==> config.mk <==
export PLATFORM = sky130hd
export DESIGN_NAME = rsw_top
export DESIGN_NICKNAME = d
export VERILOG_FILES = /design/src/rtl/rsw_pkg.sv /design/src/rtl/rsw_top.sv
export SDC_FILE = /design/constraint.sdc
export NUM_CORES = 1
export LEC_CHECK = 0
export BUFFER_PORTS_ARGS = -buffer_cell sky130_fd_sc_hd__buf_2
export CORE_ASPECT_RATIO = 1.4
export CORE_MARGIN = 2
export CORE_UTILIZATION = 40
export DETAILED_ROUTE_END_ITERATION = 6
export GPL_TIMING_DRIVEN = 0
export HOLD_SLACK_MARGIN = 0.05
export PLACE_DENSITY = 0.55
export SYNTH_ARGS = -nofsm -noshare
export SYNTH_HDL_FRONTEND = slang
export SYNTH_SLANG_ARGS = --single-unit
==> constraint.sdc <==
create_clock -name ref_clk -period 3.4 [get_ports ref_clk]
set_input_delay 0.68 -clock ref_clk [delete_from_list [all_inputs] [get_ports ref_clk]]
set_output_delay 0.68 -clock ref_clk [all_outputs]
set_load 0.005 [all_outputs]
==> src/rtl/rsw_pkg.sv <==
// constants for the reset supervisor and windowed watchdog
// assumes a single 10 MHz reference clock
package rsw_pkg;
  localparam int CLK_HZ = 10_000_000;
  // times in their own units
  localparam int RESET_DELAY_US = 16_500;
  localparam int WD_IGNORE_US = 16_000;
  localparam int WD_TRIGGER_US = 96_000;
  localparam int WD_FAULT_US = 8_000;
  localparam int UV_BLANK_NS = 6_000;
  localparam int UV_REACT_NS = 7_000;
  // derived cycle counts
  localparam int RESET_DELAY_CYC = RESET_DELAY_US * (CLK_HZ / 1_000_000);
  localparam int WD_IGNORE_CYC = WD_IGNORE_US * (CLK_HZ / 1_000_000);
  localparam int WD_TRIGGER_CYC = WD_TRIGGER_US * (CLK_HZ / 1_000_000);
  localparam int WD_FAULT_CYC = WD_FAULT_US * (CLK_HZ / 1_000_000);
  localparam int UV_BLANK_CYC = (UV_BLANK_NS * (CLK_HZ / 1_000_000)
    + 999) / 1000;
  localparam int UV_REACT_CYC = (UV_REACT_NS * (CLK_HZ / 1_000_000))
    / 1000;
  localparam int CNT_W = 24;
  localparam int UV_W = 8;
  typedef enum logic [2:0] {
    ST_RESET,
    ST_IGNORE,
    ST_TRIGGER,
    ST_FAULT,
    ST_WD_OFF
  } rsw_state_e;
endpackage

==> src/rtl/rsw_top.sv <==
// reset supervisor with windowed watchdog on one active-low output
// assumes comparator flags and trigger pin are asynchronous to ref_clk
//
// Function
// - hold output low reset delay after power-on
// - all timing from internal cycle counters, cleared at each interval start
// - output release starts ignore interval
// - ignore expiry starts trigger interval
// - falling trigger edge restarts trigger interval
// - only falling edges count as triggers
// - missed trigger drives output low
// - reset and fault share one low output
// - undervoltage low after reaction, short pulses ignored
// - watchdog enabled by load-current flag
// - delay measured from upper threshold crossing
// - below lower threshold: low, then new delay
// - fault holds output low fault pulse length
module rsw_top #(
  parameter int RESET_DELAY = rsw_pkg::RESET_DELAY_CYC,
  parameter int IGNORE_LEN = rsw_pkg::WD_IGNORE_CYC,
  parameter int TRIGGER_LEN = rsw_pkg::WD_TRIGGER_CYC,
  parameter int FAULT_LEN = rsw_pkg::WD_FAULT_CYC,
  parameter int UV_BLANK = rsw_pkg::UV_BLANK_CYC,
  parameter int UV_REACT = rsw_pkg::UV_REACT_CYC
) (
  // clock and reset
  input wire logic ref_clk,
  input wire logic sys_rst,
  // comparator flags
  input wire logic above_upper_threshold,
  input wire logic below_lower_threshold,
  input wire logic load_current_high,
  // supervised controller
  input wire logic watchdog_trigger_in,
  output logic reset_watchdog_out_n,
  // status
  output logic watchdog_active
);
  localparam int CW = rsw_pkg::CNT_W;
  localparam int UW = rsw_pkg::UV_W;
  // never react faster than blanking, whatever the parameters say
  localparam int UV_HOLD = (UV_REACT > UV_BLANK) ? UV_REACT : UV_BLANK;

  function automatic logic [CW-1:0] last_of(input int len);
    last_of = CW'(len - 1);
  endfunction

  // two-flop synchronisers for all async inputs
  logic [3:0] sync1_q, sync1_d, sync2_q, sync2_d;
  logic trig_prev_q, trig_prev_d;
  always_comb
  begin
    sync1_d = {load_current_high, below_lower_threshold,
               above_upper_threshold, watchdog_trigger_in};
    sync2_d = sync1_q;
    trig_prev_d = sync2_q[0];
  end
  always_ff @(posedge ref_clk)
  begin
    if (sys_rst)
    begin
      sync1_q <= 4'h0;
      sync2_q <= 4'h0;
      trig_prev_q <= 1'b0;
    end
    else
    begin
      sync1_q <= sync1_d;
      sync2_q <= sync2_d;
      trig_prev_q <= trig_prev_d;
    end
  end
  logic trig_fall;
  assign trig_fall = trig_prev_q & ~sync2_q[0];

  // undervoltage filter: waits the longer of blanking and reaction before asserting
  logic [UW-1:0] uv_cnt_q, uv_cnt_d;
  logic uv_q, uv_d;
  always_comb
  begin
    uv_cnt_d = uv_cnt_q;
    uv_d = uv_q;
    if (!sync2_q[2])
    begin
      uv_cnt_d = '0;
      uv_d = 1'b0;
    end
    else if (uv_cnt_q < UW'(UV_HOLD - 1))
      uv_cnt_d = uv_cnt_q + UW'(1);
    else
      uv_d = 1'b1;
  end
  always_ff @(posedge ref_clk)
  begin
    if (sys_rst)
    begin
      uv_cnt_q <= '0;
      uv_q <= 1'b1;
    end
    else
    begin
      uv_cnt_q <= uv_cnt_d;
      uv_q <= uv_d;
    end
  end
  // reaction exceeds blanking, so any pulse under blanking never reaches it
  logic supply_ok;
  assign supply_ok = sync2_q[1] & ~uv_q;

  // supervisor sequencer; the state counter is the sole timebase
  rsw_pkg::rsw_state_e st_q, st_d;
  logic [CW-1:0] cnt_q, cnt_d;
  logic out_q, out_d;
  logic act_q, act_d;

  function automatic logic load_en();
    load_en = sync2_q[3];
  endfunction

  always_comb
  begin
    st_d = st_q;
    cnt_d = cnt_q + CW'(1);
    case (st_q)
      rsw_pkg::ST_RESET:
      begin
        if (!supply_ok)
          cnt_d = '0;
        else if (cnt_q == last_of(RESET_DELAY))
        begin
          cnt_d = '0;
          st_d = load_en() ? rsw_pkg::ST_IGNORE : rsw_pkg::ST_WD_OFF;
        end
      end
      rsw_pkg::ST_IGNORE:
      begin
        if (!sync2_q[3])
          st_d = rsw_pkg::ST_WD_OFF;
        else if (cnt_q == last_of(IGNORE_LEN))
        begin
          cnt_d = '0;
          st_d = rsw_pkg::ST_TRIGGER;
        end
      end
      rsw_pkg::ST_TRIGGER:
      begin
        if (!sync2_q[3])
          st_d = rsw_pkg::ST_WD_OFF;
        else if (trig_fall)
          cnt_d = '0;
        else if (cnt_q == last_of(TRIGGER_LEN))
        begin
          cnt_d = '0;
          st_d = rsw_pkg::ST_FAULT;
        end
      end
      rsw_pkg::ST_FAULT:
      begin
        if (cnt_q == last_of(FAULT_LEN))
        begin
          cnt_d = '0;
          st_d = rsw_pkg::ST_IGNORE;
        end
      end
      rsw_pkg::ST_WD_OFF:
      begin
        cnt_d = '0;
        if (sync2_q[3])
          st_d = rsw_pkg::ST_IGNORE;
      end
      default:
      begin
        cnt_d = '0;
        st_d = rsw_pkg::ST_RESET;
      end
    endcase
    // undervoltage overrides every state
    if (!supply_ok && st_q != rsw_pkg::ST_RESET)
    begin
      cnt_d = '0;
      st_d = rsw_pkg::ST_RESET;
    end
    out_d = (st_d != rsw_pkg::ST_RESET) && (st_d != rsw_pkg::ST_FAULT);
    act_d = (st_d == rsw_pkg::ST_IGNORE) || (st_d == rsw_pkg::ST_TRIGGER);
  end

  always_ff @(posedge ref_clk)
  begin
    if (sys_rst)
    begin
      st_q <= rsw_pkg::ST_RESET;
      cnt_q <= '0;
      out_q <= 1'b0;
      act_q <= 1'b0;
    end
    else
    begin
      st_q <= st_d;
      cnt_q <= cnt_d;
      out_q <= out_d;
      act_q <= act_d;
    end
  end
  assign reset_watchdog_out_n = out_q;
  assign watchdog_active = act_q;
endmodule

# Yosys cells after proc, flatten, opt, wreduce, memory -nomap -nowiden
# Cells that the tools add are included.
[op_classes]
magnitude_cmp = 1
add_sub_neg = 2
reduce_logical = 9
muxes = 23
bitwise_logic = 5
eq_ne = 12
[op_table]
columns = ["cell", "count"]
rows = [
  ["2-to-1 mux 24 bit", 8],
  ["one-hot mux 24 bit (4 select lines)", 1],
  ["equality test 24 x 18 -> 1 bit (second input constant)", 2],
  ["2-to-1 mux 3 bit", 11],
  ["adder 24 x 1 -> 24 bit (second input constant)", 1],
  ["equality test 24 x 17 -> 1 bit (second input constant)", 1],
  ["equality test 24 x 20 -> 1 bit (second input constant)", 1],
  ["one-hot mux 3 bit (5 select lines)", 1],
  ["equality test 3 x 2 -> 1 bit (second input constant)", 3],
  ["adder 8 x 1 -> 8 bit (second input constant)", 1],
  ["less-than comparator 8 x 7 -> 1 bit (second input constant)", 1],
  ["equality test 3 x 1 -> 1 bit (second input constant)", 2],
  ["nonzero test 3 bit", 2],
  ["OR reduction 2 bit", 2],
  ["equality test 3 bit (second input constant)", 1],
  ["logical NOT 3 bit", 1],
  ["!= test 3 x 2 -> 1 bit (second input constant)", 1],
  ["NOT 1 bit", 3],
  ["AND 1 bit", 2],
  ["logical AND 1 bit", 2],
  ["2-to-1 mux 1 bit", 2],
  ["!= test 2 bit (second input constant)", 1],
  ["logical NOT 1 bit", 1],
  ["logical OR 1 bit", 1],
]
[word_totals]
elab_cells = 61
reg_bits = 47
out_inout_bits = 2

# Longest topological paths before layout
# Gate-level depths: netlist of run 1.
[depth]
word_depth = 8
depth_mapped = 7
ltp_nobuf = 6

# Worst setup path after synthesis of run 1
# No wires, ideal clock.
[synth_path]
path_type = "register to register"
startpoint = "reg cnt_q[8]"
endpoint = "reg cnt_q[20]"
slack_ns = 1.159
setup_time_ns = 0.137
stages_incl_launch_ff = 7
t_arrival_ns = 2.104
synth_period_minus_slack_ns = 2.241
path_cell_list = "dfxtp_1 -> or4_1 -> or2_1 -> o211a_1 -> a2111oi_4 -> buf_6 -> a211oi_1"
[synth_between]
elab_chain_len = 5
word_cells_on_any_way = 14
cone_classes = "add/sub: 1; eq/ne: 4; mux: 9"
[synth_lines]
columns = ["element", "line", "rtl"]
rows = [
  ["from (decl)", "rsw_top.sv:112", "logic [CW-1:0] cnt_q, cnt_d;"],
  ["from (signal assigned)", "rsw_top.sv:199", "cnt_q <= cnt_d;"],
  ["adder 24 x 1 -> 24 bit or equality test 24 x 20 -> 1 bit (tied branches)", "rsw_top.sv:123, rsw_top.sv:151", ""],
  ["2-to-1 mux 24 bit", "rsw_top.sv:151", "else if (cnt_q == last_of(TRIGGER_LEN))"],
  ["2-to-1 mux 24 bit", "rsw_top.sv:149", "else if (trig_fall)"],
  ["2-to-1 mux 24 bit", "rsw_top.sv:147", "if (!sync2_q[3])"],
  ["one-hot mux 24 bit (4 select lines) (*)", "rsw_top.sv:124", "case (st_q)"],
]
# Every way passes the cells marked *; elsewhere a longest branch is shown, timed or not.
# A chain may end at the register's enable or synchronous reset.

# Final worst setup path of run 1
[layout_path]
startpoint = "reg cnt_q[0]"
endpoint = "reg cnt_q[0]"
# The elaborated chain is that of the path after synthesis.

==> results_dict.tcl, run 1 <==
set metrics [dict create \
    netlist_area_mm2 0.00231 \
    root_buffer "clkbuf_8" \
    max-slew-margin-rel_pct 60.4 \
    synth_edf_count 0 \
    final_common_cell "dfxtp_1" \
    drc_errors 0 \
    overflow 0 \
    cts_hold_buf 0 \
    netlist_instances 251 \
    powerDensity_mw_per_mm2 372 \
    synth_seq_cells 47 \
    fp.coreArea_mm2 0.00553 \
    min_path_type "reg2reg" \
    ir_drop_mv 0.154 \
    syn_nets 260 \
    areaGrowthSynthToFinish_pct 9.22 \
    synth_area_leaders "dfxtp_1, a211oi_1, xnor2_1, xor2_1, nor2_1" \
    grt_pass1_wl_um 8350 \
    antenna_found_initial 0 \
    place_congestion 0.807 \
    cts_buffers 5 \
    use_met2_pct 30.2 \
    hpwl_um 3700 \
    critPathMaxStageDelay_ns 0.61 \
    antenna_cells 0 \
    maxCapViolCount 0 \
    fin_crit_sh_pct 79.3 \
    setup.worst_path.start_class "flip-flop" \
    timing.setup.tns_ns 0 \
    hold_viol 0 \
    start_util_pct 41.8 \
    ys_async_sr_fraction_pct 0 \
    setup-violations-final 0 \
    tightest_slew_ns 0.590 \
    row_count 32 \
    fmax_mhz 371 \
    synth_cell_type_count 48 \
    drive_above_1_share_pct 9.02 \
    nets 274 \
    clock_path_buffers 2 \
    path_max_fanout 10 \
    dp.cells 326 \
    ant_nets 0 \
    cp_cell_sequence "ha_1 -> nand4_1 -> nor2_1 -> a311oi_1 -> a2111oi_4 -> buf_6 -> a211oi_1" \
    final_cell_mix "dfxtp_1, a211oi_1, nor2_1" \
    grtUsageMet3_pct 3.00 \
    firstDrtPassIters 5 \
    wl_per_cell_um 14.8 \
    ys_seq_area_share_pct 40.8 \
    cts_sinks 47 \
    synth_top_area_share_pct 40.8 \
    arrival_ns 2.86 \
    skew_ns 0.00782 \
    worst_ep_required_time_ns 3.56 \
    cts_tree "yes" \
    slew_violations 0 \
    drt_wl_total_um 4940 \
    drtIter0Drc 89 \
    dieArea_mm2 0.00640 \
    via_per_inst 5.64 \
    use_met1_pct 20.2 \
    fin_cells 334 \
    path_class "reg2reg" \
    portBuffers 7 \
    rsz0062_at_grt "false" \
    clk-insertion-delay-late_ns 0.30 \
    ctsResizeCount 0 \
    status "finished clean" \
    cts.reportedPaths.clkPinSlew_ns 0.09 \
    finalCriticalPeriod_ns 2.70 \
    yosys_most_used_dff "dfxtp_1" \
    yosysTopAreaCell "dfxtp_1" \
    post_cts_buffers 0 \
    grt_max_degree 17 \
    ioPinCount 8 \
    die-width_um 68.2 \
    num_vias 1884 \
    endpoint_kind "flip-flop" \
    htreeDepth 2 \
    grt_pass1_vias 1784 \
    grt.total_usage_pct 17.3 \
    leakagePower_nw 0.831 \
    cp_slowest_cell "a2111oi_4" \
    busiest_layer "met2" \
    avgSynthCellArea_um2 9.19 \
    die_h_um 93.9 \
    yosys_warnings 0 \
]
## area by class of cell
type                       instances  area [um2]
multi-input combinational        181        1260
clock inverter                     3        23.8
clock buffer                       5        68.8
fill                             553        3010
inverter                          12        45.0
buffer                            11        56.3
sequential                        47         941
tap                               68        85.1
timing repair buffer               7        35.0
## flip-flops by register name, summed over array words and instances (netlist names)
name	cells
cnt_q	24
watchdog_active	1
sync1_q	4
uv_q	1
st_q	3
reset_watchdog_out_n	1
uv_cnt_q	8
sync2_q	4
trig_prev_q	1
## path summary, 6_finish.rpt
kind | startpoint | endpoint | slack, ns | cells after the start
worst min-delay path | sync1_q[3] | sync2_q[3] | 0.43 | 1
worst min register to register | sync1_q[3] | sync2_q[3] | 0.43 | 1
worst max-delay path | cnt_q[0] | cnt_q[0] | 0.70 | 7
worst max register to register | cnt_q[0] | cnt_q[0] | 0.70 | 7
## per-layer routing
metal,wire length (um),vias to the layer above
li1,-,940
met1,2080,896
met2,2630,38
met3,136,10
met4,87,0
met5,0,-
## logic make-up (layout without fill, tap and decap cells)
group | Yosys count | after routing | share of synthesized area (%)
compound gates | 49 | 49 | 16.9
xor+xnor | 27 | 27 | 10.2
fa+ha+maj | 3 | 3 | 1.63
buf+inv | 23 | 38 | 4.39
flops | 47 | 47 | 40.8
mux | 1 | 1 | 0.434
simple gates | 101 | 101 | 25.6
## worst max-delay path, delay by kind of cell, from the launching register on
family	cells	cell delay [ns]
buf+inv	1	0.22
compound gates	3	0.97
flops	1	0.36
fa+ha+maj	1	0.26
simple gates	2	0.75
## cells in the mapped netlist, types with 3 or more instances
library cell and instances:
nor2b_1 11, nand2b_1 4, xor2_1 9, dfxtp_1 47
nor4_1 4, or4_1 4, a21o_1 3, nor2_1 19
a211oi_1 23, a21oi_1 6, and3_1 4, inv_1 12
nand3_1 14, clkbuf_1 9, o21ai_0 3, ha_1 3
nor3_1 8, nand4_1 5, nand2_1 6, xnor2_1 18
or3_1 4
## metrics by stage
stage | utilization (%) | cell area (um2) | total power, mW | worst slack [ns] | hold WS [ns]
final | 45.6 | 2520 | 0.937 | 0.705 | 0.434
after CTS | 45.6 | 2520 | 0.956 | 0.646 | 0.443
after global routing | 45.6 | 2520 | 0.976 | 0.389 | 0.457
after floorplan | - | 2310 | 0.590 | 1.16 | 0.414
after global placement | 43.9 | 2430 | 0.599 | 0.707 | 0.424
after detailed placement | 43.9 | 2430 | 0.599 | 0.684 | 0.422
## power breakdown
part	switching, mW	internal [mW]	total (mW)	leakage (nW)
sequential	0.00292	0.556	0.559	0.381
clock	0.204	0.147	0.351	0.0408
combinational	0.0152	0.0111	0.0262	0.409
total	0.222	0.714	0.937	0.831
No activity file was read; power rests on OpenSTA's default activity.
==> run 2: changes to the inputs <==
ABC_AREA = 1   (was default)
clock period = 2.5 ns   (was 3.4 ns; I/O delays follow)
==> results_dict.tcl, run 2 <==
set metrics [dict create \
    status "finished clean" \
    worst_ep_required_time_ns 2.68 \
    yosys_warnings 0 \
    hold_ws_ns 0.403 \
    ys_async_sr_fraction_pct 0 \
    place_congestion 0.881 \
    power_frac_seq_pct 57.6 \
    ys_seq_area_share_pct 39.4 \
    hpwl_um 3570 \
    use_met2_pct 28.9 \
    tightest_slew_ns 0.704 \
    setup-violations-final 0 \
    wl_per_cell_um 10.9 \
    cts_tree "yes" \
    cp_slowest_cell "dfxtp_1" \
    die_h_um 95.5 \
    clk-insertion-delay-late_ns 0.29 \
    drt_wl_total_um 4560 \
    start_util_pct 41.0 \
    antenna_cells 0 \
    arrival_ns 2.13 \
    grt.total_usage_pct 15.4 \
    firstDrtPassIters 4 \
    drive_above_1_share_pct 13.5 \
    critPathMaxStageDelay_ns 0.38 \
    num_vias 1986 \
    finalCriticalPeriod_ns 1.95 \
    cts_sinks 47 \
    max-slew-margin-rel_pct 52.8 \
    p_comb_share_pct 2.2 \
    die-width_um 69.3 \
    fmax_mhz 513 \
    endpoint_kind "flip-flop" \
    clockPowerShare_pct 40.2 \
    rsz0062_at_grt "false" \
    yosysTopAreaCell "dfxtp_1" \
    ant_nets 0 \
    maxCapViolCount 0 \
    final_common_cell "nand2_1" \
    largest_reg_flops 24 \
    dieArea_mm2 0.00662 \
    fp.coreArea_mm2 0.00582 \
    post-synth-top-count-cell "nand2_1" \
    portBuffers 7 \
    grt_max_degree 14 \
    drtIter0Drc 79 \
    synth_seq_cells 47 \
    syn_nets 343 \
    synth_area_leaders "dfxtp_1, nand2_1, inv_1, nor2_1, xor2_1" \
    cts_hold_buf 0 \
    final_cell_mix "nand2_1, inv_1, nor2_1" \
    grtUsageMet3_pct 2.85 \
    skew_ns 0.00708 \
    path_class "reg2reg" \
    synthTopCellsByCount "nand2_1, inv_1, nor2_1" \
    grt_pass1_vias 1894 \
    row_count 33 \
    setup.worst_path.start_class "flip-flop" \
    netlist_area_mm2 0.00239 \
    busiest_layer "met2" \
    netSwitchingFraction_pct 19.6 \
    avgSynthCellArea_um2 7.16 \
    post_cts_buffers 0 \
    cp_common_cell "nand2_2" \
    synth_cell_type_count 29 \
    path_max_fanout 10 \
    via_per_inst 4.75 \
    hold_viol 0 \
    use_met1_pct 17.7 \
    top_register "cnt_q" \
    drc_errors 0 \
    timing.setup.tns_ns 0 \
    synth_edf_count 0 \
    antenna_found_initial 0 \
    fin_total_pwr_mw 1.32 \
    cp_cell_sequence "ha_1 -> nand2_2 -> nor2_4 -> inv_2 -> nor2_4 -> nand3_2 -> nand2_2 -> nand2_1 -> nand2_2 -> nand3_4 -> nand2_4 -> buf_12 -> nor2_2" \
    leakagePower_nw 1.10 \
    grt_pass1_wl_um 8140 \
    yosys_most_used_dff "dfxtp_1" \
    clock_path_buffers 2 \
    areaGrowthSynthToFinish_pct 9.42 \
    min_path_type "reg2reg" \
    ioPinCount 8 \
    switchingPower_mw 0.259 \
    synth_top_area_share_pct 39.4 \
    slew_violations 0 \
    largestRegisters "cnt_q x24, uv_cnt_q x8" \
    cts.reportedPaths.clkPinSlew_ns 0.08 \
    ir_drop_mv 0.310 \
    p_int_mw 1.06 \
    ctsResizeCount 0 \
    cts_buffers 5 \
    overflow 0 \
    htreeDepth 2 \
    root_buffer "clkbuf_8" \
    fin_crit_sh_pct 78.0 \
    netlist_instances 334 \
    nets 357 \
    powerDensity_mw_per_mm2 504 \
]
-- run 2: cell types whose count changed in the layout (fill, tap and decap cells not counted), sizes merged, moves of 7 or more --
cell	before	now
a211oi	25	1
clkbuf	14	7
inv	13	60
nand2	6	69
nand3	14	23
nand4	5	12
nor2	19	63
nor2b	11	0
xnor2	18	3
-- run 2: path summary, 6_finish.rpt --
path                    from         end  slack [ns]  depth (start not counted)
setup / recovery    cnt_q[0]   cnt_q[17]        0.55                         13
hold / removal    sync1_q[1]  sync2_q[1]        0.40                          2
setup reg to reg    cnt_q[0]   cnt_q[17]        0.55                         13
hold reg to reg   sync1_q[1]  sync2_q[1]        0.40                          2
-- run 2: cell families (layout without fill, tap and decap cells) --
group / after synthesis / after routing / share of synthesized area, %
and+or+nand+nor: 189 / 189 / 39.0
buffers and inverters: 62 / 76 / 10.4
DFF: 47 / 47 / 39.4
AOI/OAI and AO/OA: 17 / 17 / 3.77
xor gates and xnor gates: 16 / 16 / 5.86
adders and majority gates: 3 / 3 / 1.57
-- run 2: worst max-delay path, delay by kind of cell (launching register included) --
kind	cells	cell delay [ns]
simple gates	10	1.03
fa+ha+maj	1	0.19
buf+inv	2	0.22
flops	1	0.38
-- run 2: area by class of cell --
type                       instances  area, um2
fill                             614       3210
multi-input combinational        225       1200
sequential                        47        941
inverter                          60        225
tap                               70       87.6
clock buffer                       6       72.6
timing repair buffer               7       35.0
clock inverter                     1       30.0
buffer                             2       23.8
-- run 2: power groups by stage --
stage	registers (mW)	clock network (mW)	logic, mW
after floorplan	0.776	0	0.0201
after global placement	0.777	0	0.0294
after detailed placement	0.777	0	0.0300
after CTS	0.759	0.552	0.0301
after global routing	0.760	0.577	0.0338
final	0.759	0.531	0.0291
-- run 2: per-layer routing --
metal  up-vias  wire length, um  share of wire (%)
met1       886             2100                 46
met4         0               53                1.2
met5         -                0                  0
met3         4              113                2.5
li1       1070                -                  -
met2        26             2290                 50
-- run 2: per-stage QoR --
stage	cell area [um2]	util, %	cells	setup WS (ns)
4_1_cts	2620	44.9	418	0.514
2_1_floorplan	2390	-	334	0.805
5_1_grt	2620	44.9	418	0.335
6_report	2620	44.9	418	0.550
3_3_place_gp	2510	43.2	411	0.556
3_5_place_dp	2510	43.2	411	0.545
